**src/hw/udt_defines.vh**
```
// register map, field positions and reset values of the up/down timer
`ifndef UDT_DEFINES_VH
`define UDT_DEFINES_VH

`define UDT_AW                32
`define UDT_DW                16

`define UDT_ADDR_MODE_SELECT  32'h0ffff5cb
`define UDT_ADDR_RUN_CLEAR    32'h0ffff5cc
`define UDT_ADDR_CAPCMP_SEL   32'hfffff5ca
`define UDT_ADDR_COUNTER      32'hfffff5c0
`define UDT_ADDR_FIRST_CMP    32'hfffff5c2
`define UDT_ADDR_SECOND_CMP   32'hfffff5c4
`define UDT_ADDR_FIRST_CC     32'hfffff5c6
`define UDT_ADDR_SECOND_CC    32'hfffff5c8

// timer_mode_select fields
`define UDT_OPERATION_MODE    7
`define UDT_OUTPUT_ENABLE     3
`define UDT_OUTPUT_LEVEL      2
`define UDT_SUBMODE_SELECT    0
`define UDT_MODE_MASK         8'h8d

// timer_run_and_clear_control fields
`define UDT_COUNT_ENABLE      6
`define UDT_RELOAD_ENABLE     3
`define UDT_GENERAL_CLEAR     2
`define UDT_CLEAR_SRC_HI      1
`define UDT_CLEAR_SRC_LO      0
`define UDT_RUN_MASK          8'h4f

// capture_compare_select fields
`define UDT_SECOND_CC_MODE    1
`define UDT_FIRST_CC_MODE     0
`define UDT_CAPCMP_MASK       8'h03

`define UDT_RESET_8           8'h00
`define UDT_RESET_16          16'h0000

// clear source codes
`define UDT_CLR_EXT_ONLY      2'h0
`define UDT_CLR_MATCH_ONLY    2'h1
`define UDT_CLR_EXT_OR_MATCH  2'h2
`define UDT_CLR_NONE          2'h3

// pin vector positions
`define UDT_PIN_COUNT         0
`define UDT_PIN_DIR           1
`define UDT_PIN_CLEAR         2
`define UDT_PIN_TRIG0         3
`define UDT_PIN_TRIG1         4

`endif

```
**src/hw/udt_timer.v**
```verilog
// mode, clear, reload and capture/compare control of the 16-bit timer
`timescale 1ns/1ps
`include "udt_defines.vh"

module udt_timer (
   input  wire                 clk_i,
   input  wire                 sys_rst_i,
   input  wire [`UDT_AW-1:0]   addr_i,
   input  wire [`UDT_DW-1:0]   wdata_i,
   input  wire                 wr_i,
   input  wire                 rd_i,
   output reg  [`UDT_DW-1:0]   rdata_o,
   input  wire                 count_pulse_input_i,
   input  wire                 direction_input_i,
   input  wire                 external_clear_input_i,
   input  wire                 first_capture_trigger_i,
   input  wire                 second_capture_trigger_i,
   output reg                  timer_output_pin_o,
   output reg                  counting_down_o,
   output reg  [1:0]           capcmp_match_o
);

   reg  [7:0]  timer_mode_select;
   reg  [7:0]  timer_run_and_clear_control;
   reg  [7:0]  capture_compare_select;
   reg  [15:0] updown_counter;
   reg  [15:0] first_compare_register;
   reg  [15:0] second_compare_register;
   reg  [15:0] first_capture_compare;
   reg  [15:0] second_capture_compare;
   reg  [4:0]  pin_s1;
   reg  [4:0]  pin_s2;
   reg  [4:0]  pin_s3;
   reg  [4:0]  pin_f;
   reg  [4:0]  pin_q;
   reg         out_toggle;
   reg  [15:0] next_counter;
   reg  [15:0] next_rdata;
   reg  [15:0] next_first_cc;
   reg  [15:0] next_second_cc;
   reg  [1:0]  next_match;
   reg         next_out_toggle;
   reg         next_out_pin;

   function hit;
      input [`UDT_AW-1:0] a;
      input [`UDT_AW-1:0] b;
      input               s;
      begin
         hit = s && (a == b);
      end
   endfunction

   // mode decode
   wire encoder_updown_mode   = timer_mode_select[`UDT_OPERATION_MODE];
   wire encoder_submode_select = timer_mode_select[`UDT_SUBMODE_SELECT];
   wire output_enable_bit     = timer_mode_select[`UDT_OUTPUT_ENABLE];
   wire output_active_level_bit = timer_mode_select[`UDT_OUTPUT_LEVEL];
   wire count_enable_bit      = timer_run_and_clear_control[`UDT_COUNT_ENABLE];
   wire underflow_reload_enable =
      timer_run_and_clear_control[`UDT_RELOAD_ENABLE];
   wire general_clear_enable  =
      timer_run_and_clear_control[`UDT_GENERAL_CLEAR];
   wire [1:0] clear_source    = {
      timer_run_and_clear_control[`UDT_CLEAR_SRC_HI],
      timer_run_and_clear_control[`UDT_CLEAR_SRC_LO]};
   wire first_capcmp_mode     = capture_compare_select[`UDT_FIRST_CC_MODE];
   wire second_capcmp_mode    = capture_compare_select[`UDT_SECOND_CC_MODE];

   wire submode_a = encoder_updown_mode && !encoder_submode_select;
   wire submode_b = encoder_updown_mode && encoder_submode_select;

   // filtered pin events
   wire count_edge = pin_f[`UDT_PIN_COUNT] & ~pin_q[`UDT_PIN_COUNT];
   wire clear_edge = pin_f[`UDT_PIN_CLEAR] & ~pin_q[`UDT_PIN_CLEAR];
   wire trig0_edge = pin_f[`UDT_PIN_TRIG0] & ~pin_q[`UDT_PIN_TRIG0];
   wire trig1_edge = pin_f[`UDT_PIN_TRIG1] & ~pin_q[`UDT_PIN_TRIG1];

   // direction: up-only in timer mode, pin-driven in encoder mode
   wire count_up = !encoder_updown_mode || pin_f[`UDT_PIN_DIR];
   wire count_tick = count_enable_bit && count_edge;

   wire match_first  = (updown_counter == first_compare_register);
   wire match_second = (updown_counter == second_compare_register);

   wire ext_clear_used = submode_a && (clear_source == `UDT_CLR_EXT_ONLY ||
      clear_source == `UDT_CLR_EXT_OR_MATCH);
   wire match_clear_used = submode_a &&
      (clear_source == `UDT_CLR_MATCH_ONLY ||
       clear_source == `UDT_CLR_EXT_OR_MATCH);

   // clears on a compare match wait for the count edge
   wire clear_on_tick =
      (!encoder_updown_mode && general_clear_enable &&
       match_first) ||
      (match_clear_used && count_up && match_first) ||
      (submode_b && count_up && match_first) ||
      (submode_b && !count_up && match_second);

   wire underflow = !count_up && (updown_counter == `UDT_RESET_16);
   wire do_reload = submode_a && underflow_reload_enable &&
      underflow;

   // external clear ignores the run bit
   wire ext_clear = ext_clear_used && clear_edge;

   // shared pins lose their capture role
   wire trig0_ok = !encoder_updown_mode;
   wire trig1_ok = !ext_clear_used;

   wire wr_counter = hit(addr_i, `UDT_ADDR_COUNTER, wr_i);

   always @* begin
      next_counter = updown_counter;
      if (ext_clear) begin
         next_counter = `UDT_RESET_16;
      end else if (wr_counter && !count_enable_bit) begin
         // writes while running would race the count, so dropped
         next_counter = wdata_i;
      end else if (count_tick) begin
         if (clear_on_tick) begin
            next_counter = `UDT_RESET_16;
         end else if (do_reload) begin
            next_counter = first_compare_register;
         end else if (count_up) begin
            next_counter = updown_counter + 16'h0001;
         end else begin
            next_counter = updown_counter - 16'h0001;
         end
      end
   end

   always @* begin
      next_rdata = `UDT_RESET_16;
      if (hit(addr_i, `UDT_ADDR_MODE_SELECT, rd_i)) begin
         next_rdata = {8'h00, timer_mode_select};
      end else if (hit(addr_i, `UDT_ADDR_RUN_CLEAR, rd_i)) begin
         next_rdata = {8'h00, timer_run_and_clear_control};
      end else if (hit(addr_i, `UDT_ADDR_CAPCMP_SEL, rd_i)) begin
         next_rdata = {8'h00, capture_compare_select};
      end else if (hit(addr_i, `UDT_ADDR_COUNTER, rd_i)) begin
         next_rdata = updown_counter;
      end else if (hit(addr_i, `UDT_ADDR_FIRST_CMP, rd_i)) begin
         next_rdata = first_compare_register;
      end else if (hit(addr_i, `UDT_ADDR_SECOND_CMP, rd_i)) begin
         next_rdata = second_compare_register;
      end else if (hit(addr_i, `UDT_ADDR_FIRST_CC, rd_i)) begin
         next_rdata = first_capture_compare;
      end else if (hit(addr_i, `UDT_ADDR_SECOND_CC, rd_i)) begin
         next_rdata = second_capture_compare;
      end
   end

   // three-stage pin sampling; stage one feeds stage two only
   always @(posedge clk_i) begin
      if (sys_rst_i) begin
         pin_s1 <= 5'h00;
         pin_s2 <= 5'h00;
         pin_s3 <= 5'h00;
         pin_f  <= 5'h00;
         pin_q  <= 5'h00;
      end else begin
         pin_s1 <= {second_capture_trigger_i, first_capture_trigger_i,
                    external_clear_input_i, direction_input_i,
                    count_pulse_input_i};
         pin_s2 <= pin_s1;
         pin_s3 <= pin_s2;
         pin_f  <= (pin_s2 & pin_s3) | (pin_f & (pin_s2 ^ pin_s3));
         pin_q  <= pin_f;
      end
   end

   // capture beats a software write in the same cycle
   always @* begin
      next_first_cc = first_capture_compare;
      if (!first_capcmp_mode && trig0_ok && trig0_edge) begin
         next_first_cc = updown_counter;
      end else if (hit(addr_i, `UDT_ADDR_FIRST_CC, wr_i)) begin
         next_first_cc = wdata_i;
      end
   end

   always @* begin
      next_second_cc = second_capture_compare;
      if (!second_capcmp_mode && trig1_ok && trig1_edge) begin
         next_second_cc = updown_counter;
      end else if (hit(addr_i, `UDT_ADDR_SECOND_CC, wr_i)) begin
         next_second_cc = wdata_i;
      end
   end

   // compare-mode registers report a match only on a count edge that finds the counter equal to them
   always @* begin
      next_match = 2'h0;
      if (first_capcmp_mode && count_tick &&
          updown_counter == first_capture_compare) begin
         next_match[0] = 1'b1;
      end
      if (second_capcmp_mode && count_tick &&
          updown_counter == second_capture_compare) begin
         next_match[1] = 1'b1;
      end
   end

   // output toggles on first compare match in timer mode
   always @* begin
      next_out_toggle = out_toggle;
      if (encoder_updown_mode || !output_enable_bit) begin
         next_out_toggle = 1'b0;
      end else if (count_tick && match_first) begin
         next_out_toggle = ~out_toggle;
      end
   end

   // idle level equals the level bit: low when active high
   always @* begin
      next_out_pin = output_active_level_bit;
      if (!encoder_updown_mode && output_enable_bit) begin
         next_out_pin = out_toggle ^ output_active_level_bit;
      end
   end

   // control writes are taken as given; prohibited mixes and
   // writes while counting are left to software, no guard here
   always @(posedge clk_i) begin
      if (sys_rst_i) begin
         timer_mode_select <= `UDT_RESET_8;
      end else if (hit(addr_i, `UDT_ADDR_MODE_SELECT, wr_i)) begin
         timer_mode_select <= wdata_i[7:0] & `UDT_MODE_MASK;
      end
   end

   always @(posedge clk_i) begin
      if (sys_rst_i) begin
         timer_run_and_clear_control <= `UDT_RESET_8;
      end else if (hit(addr_i, `UDT_ADDR_RUN_CLEAR, wr_i)) begin
         timer_run_and_clear_control <= wdata_i[7:0] & `UDT_RUN_MASK;
      end
   end

   always @(posedge clk_i) begin
      if (sys_rst_i) begin
         capture_compare_select <= `UDT_RESET_8;
      end else if (hit(addr_i, `UDT_ADDR_CAPCMP_SEL, wr_i)) begin
         capture_compare_select <= wdata_i[7:0] & `UDT_CAPCMP_MASK;
      end
   end

   always @(posedge clk_i) begin
      if (sys_rst_i) begin
         first_compare_register <= `UDT_RESET_16;
      end else if (hit(addr_i, `UDT_ADDR_FIRST_CMP, wr_i)) begin
         first_compare_register <= wdata_i;
      end
   end

   always @(posedge clk_i) begin
      if (sys_rst_i) begin
         second_compare_register <= `UDT_RESET_16;
      end else if (hit(addr_i, `UDT_ADDR_SECOND_CMP, wr_i)) begin
         second_compare_register <= wdata_i;
      end
   end

   always @(posedge clk_i) begin
      if (sys_rst_i) begin
         first_capture_compare <= `UDT_RESET_16;
      end else begin
         first_capture_compare <= next_first_cc;
      end
   end

   always @(posedge clk_i) begin
      if (sys_rst_i) begin
         second_capture_compare <= `UDT_RESET_16;
      end else begin
         second_capture_compare <= next_second_cc;
      end
   end

   always @(posedge clk_i) begin
      if (sys_rst_i) begin
         updown_counter <= `UDT_RESET_16;
      end else begin
         updown_counter <= next_counter;
      end
   end

   // read data stands one cycle only, zero otherwise
   always @(posedge clk_i) begin
      if (sys_rst_i) begin
         rdata_o <= `UDT_RESET_16;
      end else begin
         rdata_o <= next_rdata;
      end
   end

   always @(posedge clk_i) begin
      if (sys_rst_i) begin
         capcmp_match_o <= 2'h0;
      end else begin
         capcmp_match_o <= next_match;
      end
   end

   always @(posedge clk_i) begin
      if (sys_rst_i) begin
         counting_down_o <= 1'b0;
      end else begin
         counting_down_o <= !count_up;
      end
   end

   always @(posedge clk_i) begin
      if (sys_rst_i) begin
         out_toggle <= 1'b0;
      end else begin
         out_toggle <= next_out_toggle;
      end
   end

   // pin reset value matches the idle level of the reset mode
   always @(posedge clk_i) begin
      if (sys_rst_i) begin
         timer_output_pin_o <= 1'b0;
      end else begin
         timer_output_pin_o <= next_out_pin;
      end
   end

endmodule // udt_timer

```
**config.mk**
```make
export PLATFORM = sky130hd
export DESIGN_NAME = udt_timer
export DESIGN_NICKNAME = d
export VERILOG_FILES = /design/src/hw/udt_timer.v
export VERILOG_INCLUDE_DIRS = /design/src /design/src/hw
export SDC_FILE = /design/constraint.sdc
export NUM_CORES = 1
export LEC_CHECK = 0
export BUFFER_PORTS_ARGS = -buffer_cell sky130_fd_sc_hd__buf_2
export CAP_MARGIN = 40
export CELL_PAD_IN_SITES_DETAIL_PLACEMENT = 2
export CELL_PAD_IN_SITES_GLOBAL_PLACEMENT = 2
export CORE_MARGIN = 2
export CORE_UTILIZATION = 25
export CTS_CLUSTER_DIAMETER = 30
export DETAILED_ROUTE_END_ITERATION = 8
export PLACE_DENSITY_LB_ADDON = 0.1
export SYNTH_ARGS = -nofsm -noshare
export SYNTH_HDL_FRONTEND = slang
export SYNTH_SLANG_ARGS = --single-unit
```
**constraint.sdc**
```tcl
create_clock -name clk_i -period 3.1 [get_ports clk_i]
set_clock_uncertainty 0.15 [all_clocks]
set_input_delay 0.62 -clock clk_i [delete_from_list [all_inputs] [get_ports clk_i]]
set_output_delay 0.62 -clock clk_i [all_outputs]
set_load 0.01 [all_outputs]
```
==> run metrics, run 1 <==
run status finished, final reports clean; family with the most delay on the worst path simple AND/OR/NAND/NOR gates; Post-CTS Setup Bufs 0; Post-synth top flop dfxtp_1; detailed-route DRC error count 0; ANT nets after route 0; DRT Wirelength 32100 um; type of origin of the critical path register; Tmin final 2.779 ns; die area 0.03120 mm^2; setup TNS 0 ns; Reg clk slew, reported paths 0.06 ns; Die Wd 176.6 um; commonest non-fill, non-tap cell in the layout dfxtp_1; total clock sinks 136; Worst Tran Pin Value 0.7196 ns; first-pass GRT wire length 49190 um; Mapped Cells 922; DR iter-0 viols 444; Worst EP arrival 2.95 ns; Syn Area/Cell 8.081 um^2; largest net degree at the start of global routing 110; Place WS 0.1276 ns; CP Cell Sequence nor3_1 -> nand3_1 -> or3_1 -> a2bb2oi_1 -> o31ai_1 -> o22ai_1; Area contributors post-synth dfxtp_1, mux2i_1, nand2_1; Starting Density 25.27%; VDD IR max 0.0003730 V; root buf cell clkbuf_16; # hold bufs at CTS 0; Ys Warns 0; grt ovf 0; CTS-repair resized insts 0; WL/cell 22.99 um; critical path class reg2reg; # IOs 77; WP data required 3.27 ns; initial antenna violation count 1; reg2reg end updown_counter[8]; CTS tree yes; CTS max path bufs 2; Switching Power 1043 uW; CP peak stage delay 0.65 ns; Pre-Repair DR Iteration Count 5; largest area contributor in the netlist dfxtp_1; Syn Std Cell Area 0.007451 mm^2; synthesized flop and latch total 136; Tot GR Track Use 21.46%; Synth-to-Final Area Change 21.49%; pwr dens 444.0 mW/mm^2; Post-synth EDFFs 0; Hold Crit Depth 2; worst r2r src updown_counter[3]; Async S/R FF share, synth 0%; Final period util 89.64%; Worst Slack Setup Final 0.3213 ns; Setup crit end kind register; htree depth 4; RSZ-0062 raised after global routing no; Sw Share 25.96%; CP bufs+invs 0; Vias/cell 5.118; hold crit path type in2reg; Register-to-Register Path Depth 6; Crit. Startpoint updown_counter[3]; CORE AREA 0.02948 mm^2; Die H 176.6 um; CTS Buf Count 17; Layout Nets 1059; commonest cells after routing, fill and taps aside dfxtp_1, nand2_1, nor2_1; Reg2Reg Setup Slack 0.32 ns; power share of the combinational group 5.0%; P_int 2976 uW; final hold vios 0; Via Count 7145; sequential fraction of design power 43.8%; Crit-path slowest cell or3_1; ant diodes 0; clock latency on the worst-skew pair 0.45 ns; HP Start external_clear_input_i; Leak 0.003618 uW; Syn Nets 987; Worst Hold Path EP pin_s1[2]; number of global-route vias before repair 7510; Synth cell types 62; critical path fanouts, max 12; Max Cap Viol 0; share of the synthesized area in the top cell type 36.54%; row cnt 63; Final Max Slew Viols 0; gpl congestion 0.8171; IO Port Bufs 76; Clock power frac 51.2%; # setup viols final 0; share of the yosys chip area belonging to registers 36.54%; Highest Clock Rate 359.9 MHz; dpl hpwl 23540 um; layout cells sized above 1 18.09%; Max-slew headroom 51.96%; number of fillers in the final layout 3447
==> cells by family after synthesis <==
| kind of cell | Yosys count | synth area share, % |
|---|---|---|
| xor+xnor | 73 | 8.581 |
| simple gates | 350 | 23.09 |
| buf+inv | 91 | 5.021 |
| compound gates | 206 | 17.58 |
| flops | 136 | 36.54 |
| fa+ha+maj | 8 | 1.343 |
| mux | 58 | 7.842 |
==> cell type report <==
cell class	instances	area (um^2)	share of cell area, %
Multi-Input combinational cell	695	4378	48.36
Timing Repair Buffer	127	828.3	9.150
Tap cell	390	488.0	5.390
Clock buffer	19	452.9	5.003
Clock inverter	12	118.9	1.313
Sequential cell	136	2723	30.08
Inverter	17	63.81	0.7049
==> layer usage <==
layer  vias up  share of wire (%)  global-route usage (%)
met1      3621                 50                   30.45
li1       3403                  -                       -
met2        97                 45                   33.68
met4         0                1.5                   5.475
met5         -                  0                       0
met3        24                3.2                   3.608
==> worst max path at each step <==
| stage | end | slack, ns | cells past startpoint |
|---|---|---|---|
| after floorplan | rdata_o[7] | 0.49 | 6 |
| after detailed placement | rdata_o[3] | 0.13 | 7 |
| after global placement | rdata_o[3] | 0.12 | 7 |
| final | updown_counter[8] | 0.32 | 6 |
| after CTS | updown_counter[8] | 0.31 | 6 |
| after global routing | updown_counter[10] | 0.14 | 5 |
==> power groups by stage <==
stage | registers [uW] | clock network (uW) | logic, uW
after detailed placement | 1800 | 0 | 202
final | 1760 | 2060 | 202
after global routing | 1760 | 2200 | 219
after floorplan | 1800 | 0 | 92.4
after CTS | 1760 | 2110 | 203
after global placement | 1800 | 0 | 201
==> stage by stage <==
stage	cell area (um^2)	hold WS, ns	power (uW)	util, %	instances
6_report	9052	0.2358	4019	30.71	1396
3_5_place_dp	8481	0.2809	2003	28.77	1365
2_1_floorplan	7451	0.2638	1892	-	922
5_1_grt	9052	0.2318	4176	30.71	1396
4_1_cts	9052	0.2183	4076	30.71	1396
3_3_place_gp	8481	0.2657	2002	28.77	1365
==> sequential cells by signal, summed over array words and instances, names as in the netlist, 16 cells and up <==
| signal | cells |
|---|---|
| first_capture_compare | 16 |
| first_compare_register | 16 |
| rdata_o | 16 |
| second_capture_compare | 16 |
| second_compare_register | 16 |
| updown_counter | 16 |
==> Yosys cell counts, types with 2 or more instances <==
library cell	count
dfxtp_1	136
a32oi_1	10
or4_4	2
a21oi_1	83
nor4bb_1	2
o31ai_1	4
or2_2	6
o22ai_1	16
o32ai_1	8
inv_1	16
o21ai_1	2
nand2b_1	3
nand3_1	16
nand2_1	120
o21bai_1	2
and3_1	5
xnor2_1	25
nand4_1	22
a21o_1	2
o21ai_0	25
nor4b_1	3
ha_1	8
a211oi_1	34
nand3b_1	4
xor2_1	48
nor4_1	16
a221oi_1	5
or3_1	4
nor2b_1	24
and4_1	3
nor4b_4	2
nor2_1	96
clkbuf_1	46
buf_1	7
mux2i_1	55
buf_2	20
mux2_2	3
or4_1	3
nor3_1	12
a2bb2oi_1	2
Power figures use the tool's default switching activity.
==> run 2, diff against run 1 <==
--- a/config.mk
+++ b/config.mk
@@ -10,8 +10,8 @@
 export CAP_MARGIN = 40
 export CELL_PAD_IN_SITES_DETAIL_PLACEMENT = 2
 export CELL_PAD_IN_SITES_GLOBAL_PLACEMENT = 2
-export CORE_MARGIN = 2
 export CORE_UTILIZATION = 25
+export CTS_BUF_LIST = sky130_fd_sc_hd__clkbuf_16
 export CTS_CLUSTER_DIAMETER = 30
 export DETAILED_ROUTE_END_ITERATION = 8
 export PLACE_DENSITY_LB_ADDON = 0.1
==> run metrics, run 2 (same netlist as run 1, synthesis figures left out) <==
commonest non-fill, non-tap cell in the layout dfxtp_1; Leak 0.003662 uW (+1.2%); type of origin of the critical path input pin; final hold vios 0 (unchanged); Setup crit end kind register; Worst Slack Setup Final 0.4703 ns (+0.1491 ns); DRT Wirelength 32590 um (+1.6%); critical path class in2reg; CP peak stage delay 0.61 ns (-0.04 ns); first-pass GRT wire length 49730 um (+1.1%); Reg2Reg Setup Slack 0.57 ns (+0.25 ns); Crit-path slowest cell or4_1; # IOs 77 (unchanged); grt ovf 0 (unchanged); Max-slew headroom 43.93% (-8.0 points); Highest Clock Rate 380.3 MHz (+5.7%); WL/cell 23.30 um (+1.3%); die area 0.03050 mm^2 (-2.3%); CTS-repair resized insts 0 (unchanged); commonest cells after routing, fill and taps aside dfxtp_1, nand2_1, nor2_1; dpl cell area 0.008513 mm^2 (+0.38%); Synth-to-Final Area Change 22.05%; Starting Density 25.68% (+0.41 points); CTS max path bufs 2 (unchanged); CORE AREA 0.02901 mm^2 (-1.6%); CP Cell Sequence buf_2 -> nor4bb_1 -> and3_1 -> nand3_1 -> or4_1 -> o21ai_0 -> a221oi_1; largest net degree at the start of global routing 64 (-42%); WP data required 3.23 ns (-0.04 ns); root buf cell clkbuf_16; gpl congestion 0.8336 (+2.0%); Hold Slack 0.2512 ns (+0.01540 ns); row cnt 62 (-1.6%); total clock sinks 136 (unchanged); critical path fanouts, max 6 (-6); ANT nets after route 0 (unchanged); detailed-route DRC error count 0 (unchanged); Max Cap Viol 0 (unchanged); VDD IR max 0.0003710 V (-0.55%); Tmin final 2.630 ns (-0.1491 ns); Reg clk slew, reported paths 0.07 ns (about the same); pwr dens 442.6 mW/mm^2 (-0.31%); Worst EP arrival 2.76 ns (-0.19 ns); # hold bufs at CTS 0 (unchanged); Die Wd 174.6 um (-1.1%); htree depth 4 (unchanged); Die H 174.6 um (-1.1%); layout cells sized above 1 18.54% (+0.45 points); Final Max Slew Viols 0 (unchanged); Place WS -0.01280 ns (-0.1404 ns); CP bufs+invs 1 (+1); Tot Pwr 4025 uW (+0.15%); Pre-Repair DR Iteration Count 5 (unchanged); Final period util 84.83% (-4.8 points); CTS tree yes; Post-CTS Setup Bufs 0 (unchanged); # setup viols final 0 (unchanged); Via Count 7152 (+0.098%); Tot GR Track Use 21.99% (+0.53 points); family with the most delay on the worst path simple AND/OR/NAND/NOR gates; Worst Tran Pin Value 0.8411 ns (+0.1215 ns); CTS Buf Count 17 (unchanged); fin util 31.34% (+0.64 points); number of global-route vias before repair 7625 (+1.5%); DR iter-0 viols 333 (-25%); initial antenna violation count 1 (unchanged); Layout Nets 1066 (+0.66%); Vias/cell 5.112 (-0.12%); dpl hpwl 24610 um (+4.6%); IO Port Bufs 76 (unchanged); run status finished, final reports clean; RSZ-0062 raised after global routing no; final instance area 0.009094 mm^2 (+0.46%); clock latency on the worst-skew pair 0.43 ns (-0.02 ns); hold crit path type in2reg
-- run 2: power by group --
| part | switching [uW] | leakage, uW | total (uW) | internal [uW] |
|---|---|---|---|---|
| registers | 4.70 | 0.00110 | 1760 | 1760 |
| logic | 138 | 0.00228 | 204 | 65.8 |
| clock network | 872 | 0.000283 | 2060 | 1190 |
| total | 1020 | 0.00366 | 4020 | 3010 |
-- run 2: final timing paths --
kind / to / startpoint / cells after the start
setup reg to reg: updown_counter[15] / updown_counter[7] / 6
setup / recovery: rdata_o[3] / addr_i[5] / 7
hold reg to reg: pin_s2[3] / pin_s1[3] / 1
hold / removal: pin_s1[0] / count_pulse_input_i / 2
-- run 2: worst register-to-register path: cells and delay by family, from the launching register on --
kind             cells  cell delay (ns)
flip-flops           1             0.71
AO/OA/AOI/OAI        3             0.92
AND/OR/NAND/NOR      3             0.63
-- run 2: cell type report --
type / count / area, um^2
Inverter: 17 / 63.81
Sequential cell: 136 / 2723
Multi-Input combinational cell: 695 / 4378
Timing Repair Buffer: 134 / 868.3
Fill cell: 3370 / 19920
Clock inverter: 15 / 152.6
Tap cell: 384 / 480.5
Antenna cell: 1 / 2.502
Clock buffer: 17 / 425.4
-- run 2: metal layers --
| layer | GRT usage, % | up-vias | routed length [um] |
|---|---|---|---|
| li1 | - | 3420 | - |
| met1 | 31.10 | 3608 | 15710 |
| met2 | 35.59 | 107 | 15290 |
| met3 | 3.024 | 17 | 1340 |
| met4 | 4.275 | 0 | 255 |
| met5 | 0 | - | 0 |
-- run 2: metrics by stage --
stage	setup TNS [ns]	cells
6_report	0	1399
5_1_grt	0	1398
4_1_cts	0	1398
3_5_place_dp	-0.01280	1366
3_3_place_gp	0	1366
2_1_floorplan	0	922
==> run 3, diff against run 2 <==
==> constraint.sdc (replaced) <==
create_clock -name clk_i -period 2.73 [get_ports clk_i]
set_clock_uncertainty 0.15 [all_clocks]
set_input_delay 0.546 -clock clk_i [delete_from_list [all_inputs] [get_ports clk_i]]
set_output_delay 0.546 -clock clk_i [all_outputs]
set_load 0.01 [all_outputs]
==> run metrics, run 3 (same netlist as run 1, synthesis figures left out) <==
Layout Nets 1086 (+1.9%); WL met1 15920 um (+1.3%); Reg clk slew, reported paths 0.06 ns (about the same); setup TNS 0 ns (unchanged); Highest Signal Layer met4; critical path class reg2reg; ANT nets after route 0 (unchanged); Die Wd 174.6 um (unchanged); die area 0.03050 mm^2 (unchanged); initial antenna violation count 0 (-1); IO Port Bufs 76 (unchanged); commonest cells after routing, fill and taps aside dfxtp_1, nand2_1, nor2_1; VDD IR max 0.0004586 V (+24%); WP data required 2.89 ns (-0.34 ns); final hold vios 0 (unchanged); row cnt 62 (unchanged); number of fillers in the final layout 3356 (-0.42%); run status finished, final reports clean; Tmin final 2.479 ns; hold crit path type in2reg; Setup crit end kind register; Tot GR Track Use 21.95% (-0.039 points); Max Cap Viol 0 (unchanged); # hold bufs at CTS 0 (unchanged); DRT Wirelength 32460 um (-0.40%); largest net degree at the start of global routing 60 (-6.3%); Starting Density 25.68% (unchanged); type of origin of the critical path register; layout cells sized above 1 20.21% (+1.7 points); fin util 32.24% (+0.90 points); CORE AREA 0.02901 mm^2 (unchanged); root buf cell clkbuf_16; # setup viols final 0 (unchanged); CTS-repair resized insts 0 (unchanged); Die H 174.6 um (unchanged); Via Count 7239 (+1.2%); CTS tree yes; WL/cell 22.89 um (-1.7%); # IOs 77 (unchanged); RSZ-0062 raised after global routing no; htree depth 4 (unchanged); Worst EP arrival 2.64 ns (-0.12 ns); number of global-route vias before repair 7856 (+3.0%); Final period util 90.80%; commonest non-fill, non-tap cell in the layout dfxtp_1; Vias/cell 5.105 (-0.14%); CTS Buf Count 17 (unchanged); total clock sinks 136 (unchanged); CTS max path bufs 2 (unchanged); DR iter-0 viols 359 (+7.8%); Post-CTS Setup Bufs 0 (unchanged); pwr dens 504.1 mW/mm^2 (+14%); detailed-route DRC error count 0 (unchanged); Highest Clock Rate 403.4 MHz; met3 wire length 1048 um (-22%); Leak 0.003809 uW (+4.0%); Worst Tran Pin Value 0.7528 ns (-0.08830 ns); first-pass GRT wire length 49840 um (+0.22%); Synth-to-Final Area Change 25.54%; ant diodes 0 (-1); Max-slew headroom 49.81% (+5.9 points); Final Max Slew Viols 0 (unchanged); dpl hpwl 24560 um (-0.21%); critical path fanouts, max 6 (unchanged); gpl congestion 0.8103 (-2.8%); grt ovf 0 (unchanged); final instance area 0.009354 mm^2 (+2.9%); routed wl met2 15100 um (-1.3%); dpl cell area 0.008738 mm^2 (+2.6%); clock latency on the worst-skew pair 0.43 ns (about the same); Pre-Repair DR Iteration Count 4 (-1)
## run 3: changes by cell type in the layout (fill, tap and decap cells not counted), moves of 2 or more
cell / before / now
buf_4: 55 / 69
buf_12: 4 / 10
clkinvlp_4: 3 / 1
inv_6: 3 / 5
inv_8: 0 / 2
## run 3: final timing paths
kind / startpoint / end / slack (ns) / depth (start not counted)
worst max-delay path: pin_f[1] / updown_counter[14] / 0.25 / 9
worst min-delay path: external_clear_input_i / pin_s1[2] / 0.18 / 2
worst max register to register: pin_f[1] / updown_counter[14] / 0.25 / 9
worst min register to register: pin_s1[4] / pin_s2[4] / 0.29 / 1
## run 3: per-stage QoR
stage | instances | power, uW | setup slack (ns) | hold slack (ns)
2_1_floorplan | 922 | 2149 | 0.1837 | 0.2638
3_3_place_gp | 1386 | 2275 | -0.1237 | 0.2644
3_5_place_dp | 1386 | 2278 | -0.1131 | 0.2791
4_1_cts | 1418 | 4789 | 0.2112 | 0.1579
5_1_grt | 1418 | 4882 | 0.05675 | 0.1747
6_report | 1418 | 4716 | 0.2512 | 0.1767
## run 3: final cells by class
class / count / area (um^2) / area share [%]
sequential: 136 / 2723 / 29.11
tap: 384 / 480.5 / 5.136
timing repair buffer: 154 / 1094 / 11.69
inverter: 17 / 63.81 / 0.6822
clock buffer: 17 / 425.4 / 4.548
clock inverter: 15 / 190.2 / 2.033
multi-input combinational: 695 / 4378 / 46.80
## run 3: critical path, stage by stage, from the launching register on
cell and delay, ns:
dfxtp_1 0.31, nand2b_1 0.16, xnor2_1 0.14, ha_1 0.23, and3_1 0.25, a2bb2oi_1 0.43, nor4b_1 0.12, a41oi_1 0.25
mux2i_1 0.24, o22ai_1 0.09
## run 3: metal layers
layer	global-route usage, %	vias to the layer above
met5	0	-
met4	5.616	0
met3	2.916	21
met2	35.77	94
met1	30.41	3667
li1	-	3457
## run 3: where the power goes
group | switching [uW] | internal (uW) | total (uW)
logic | 153 | 77.4 | 230
clock network | 1020 | 1460 | 2490
registers | 5.41 | 1990 | 2000
total | 1180 | 3540 | 4720
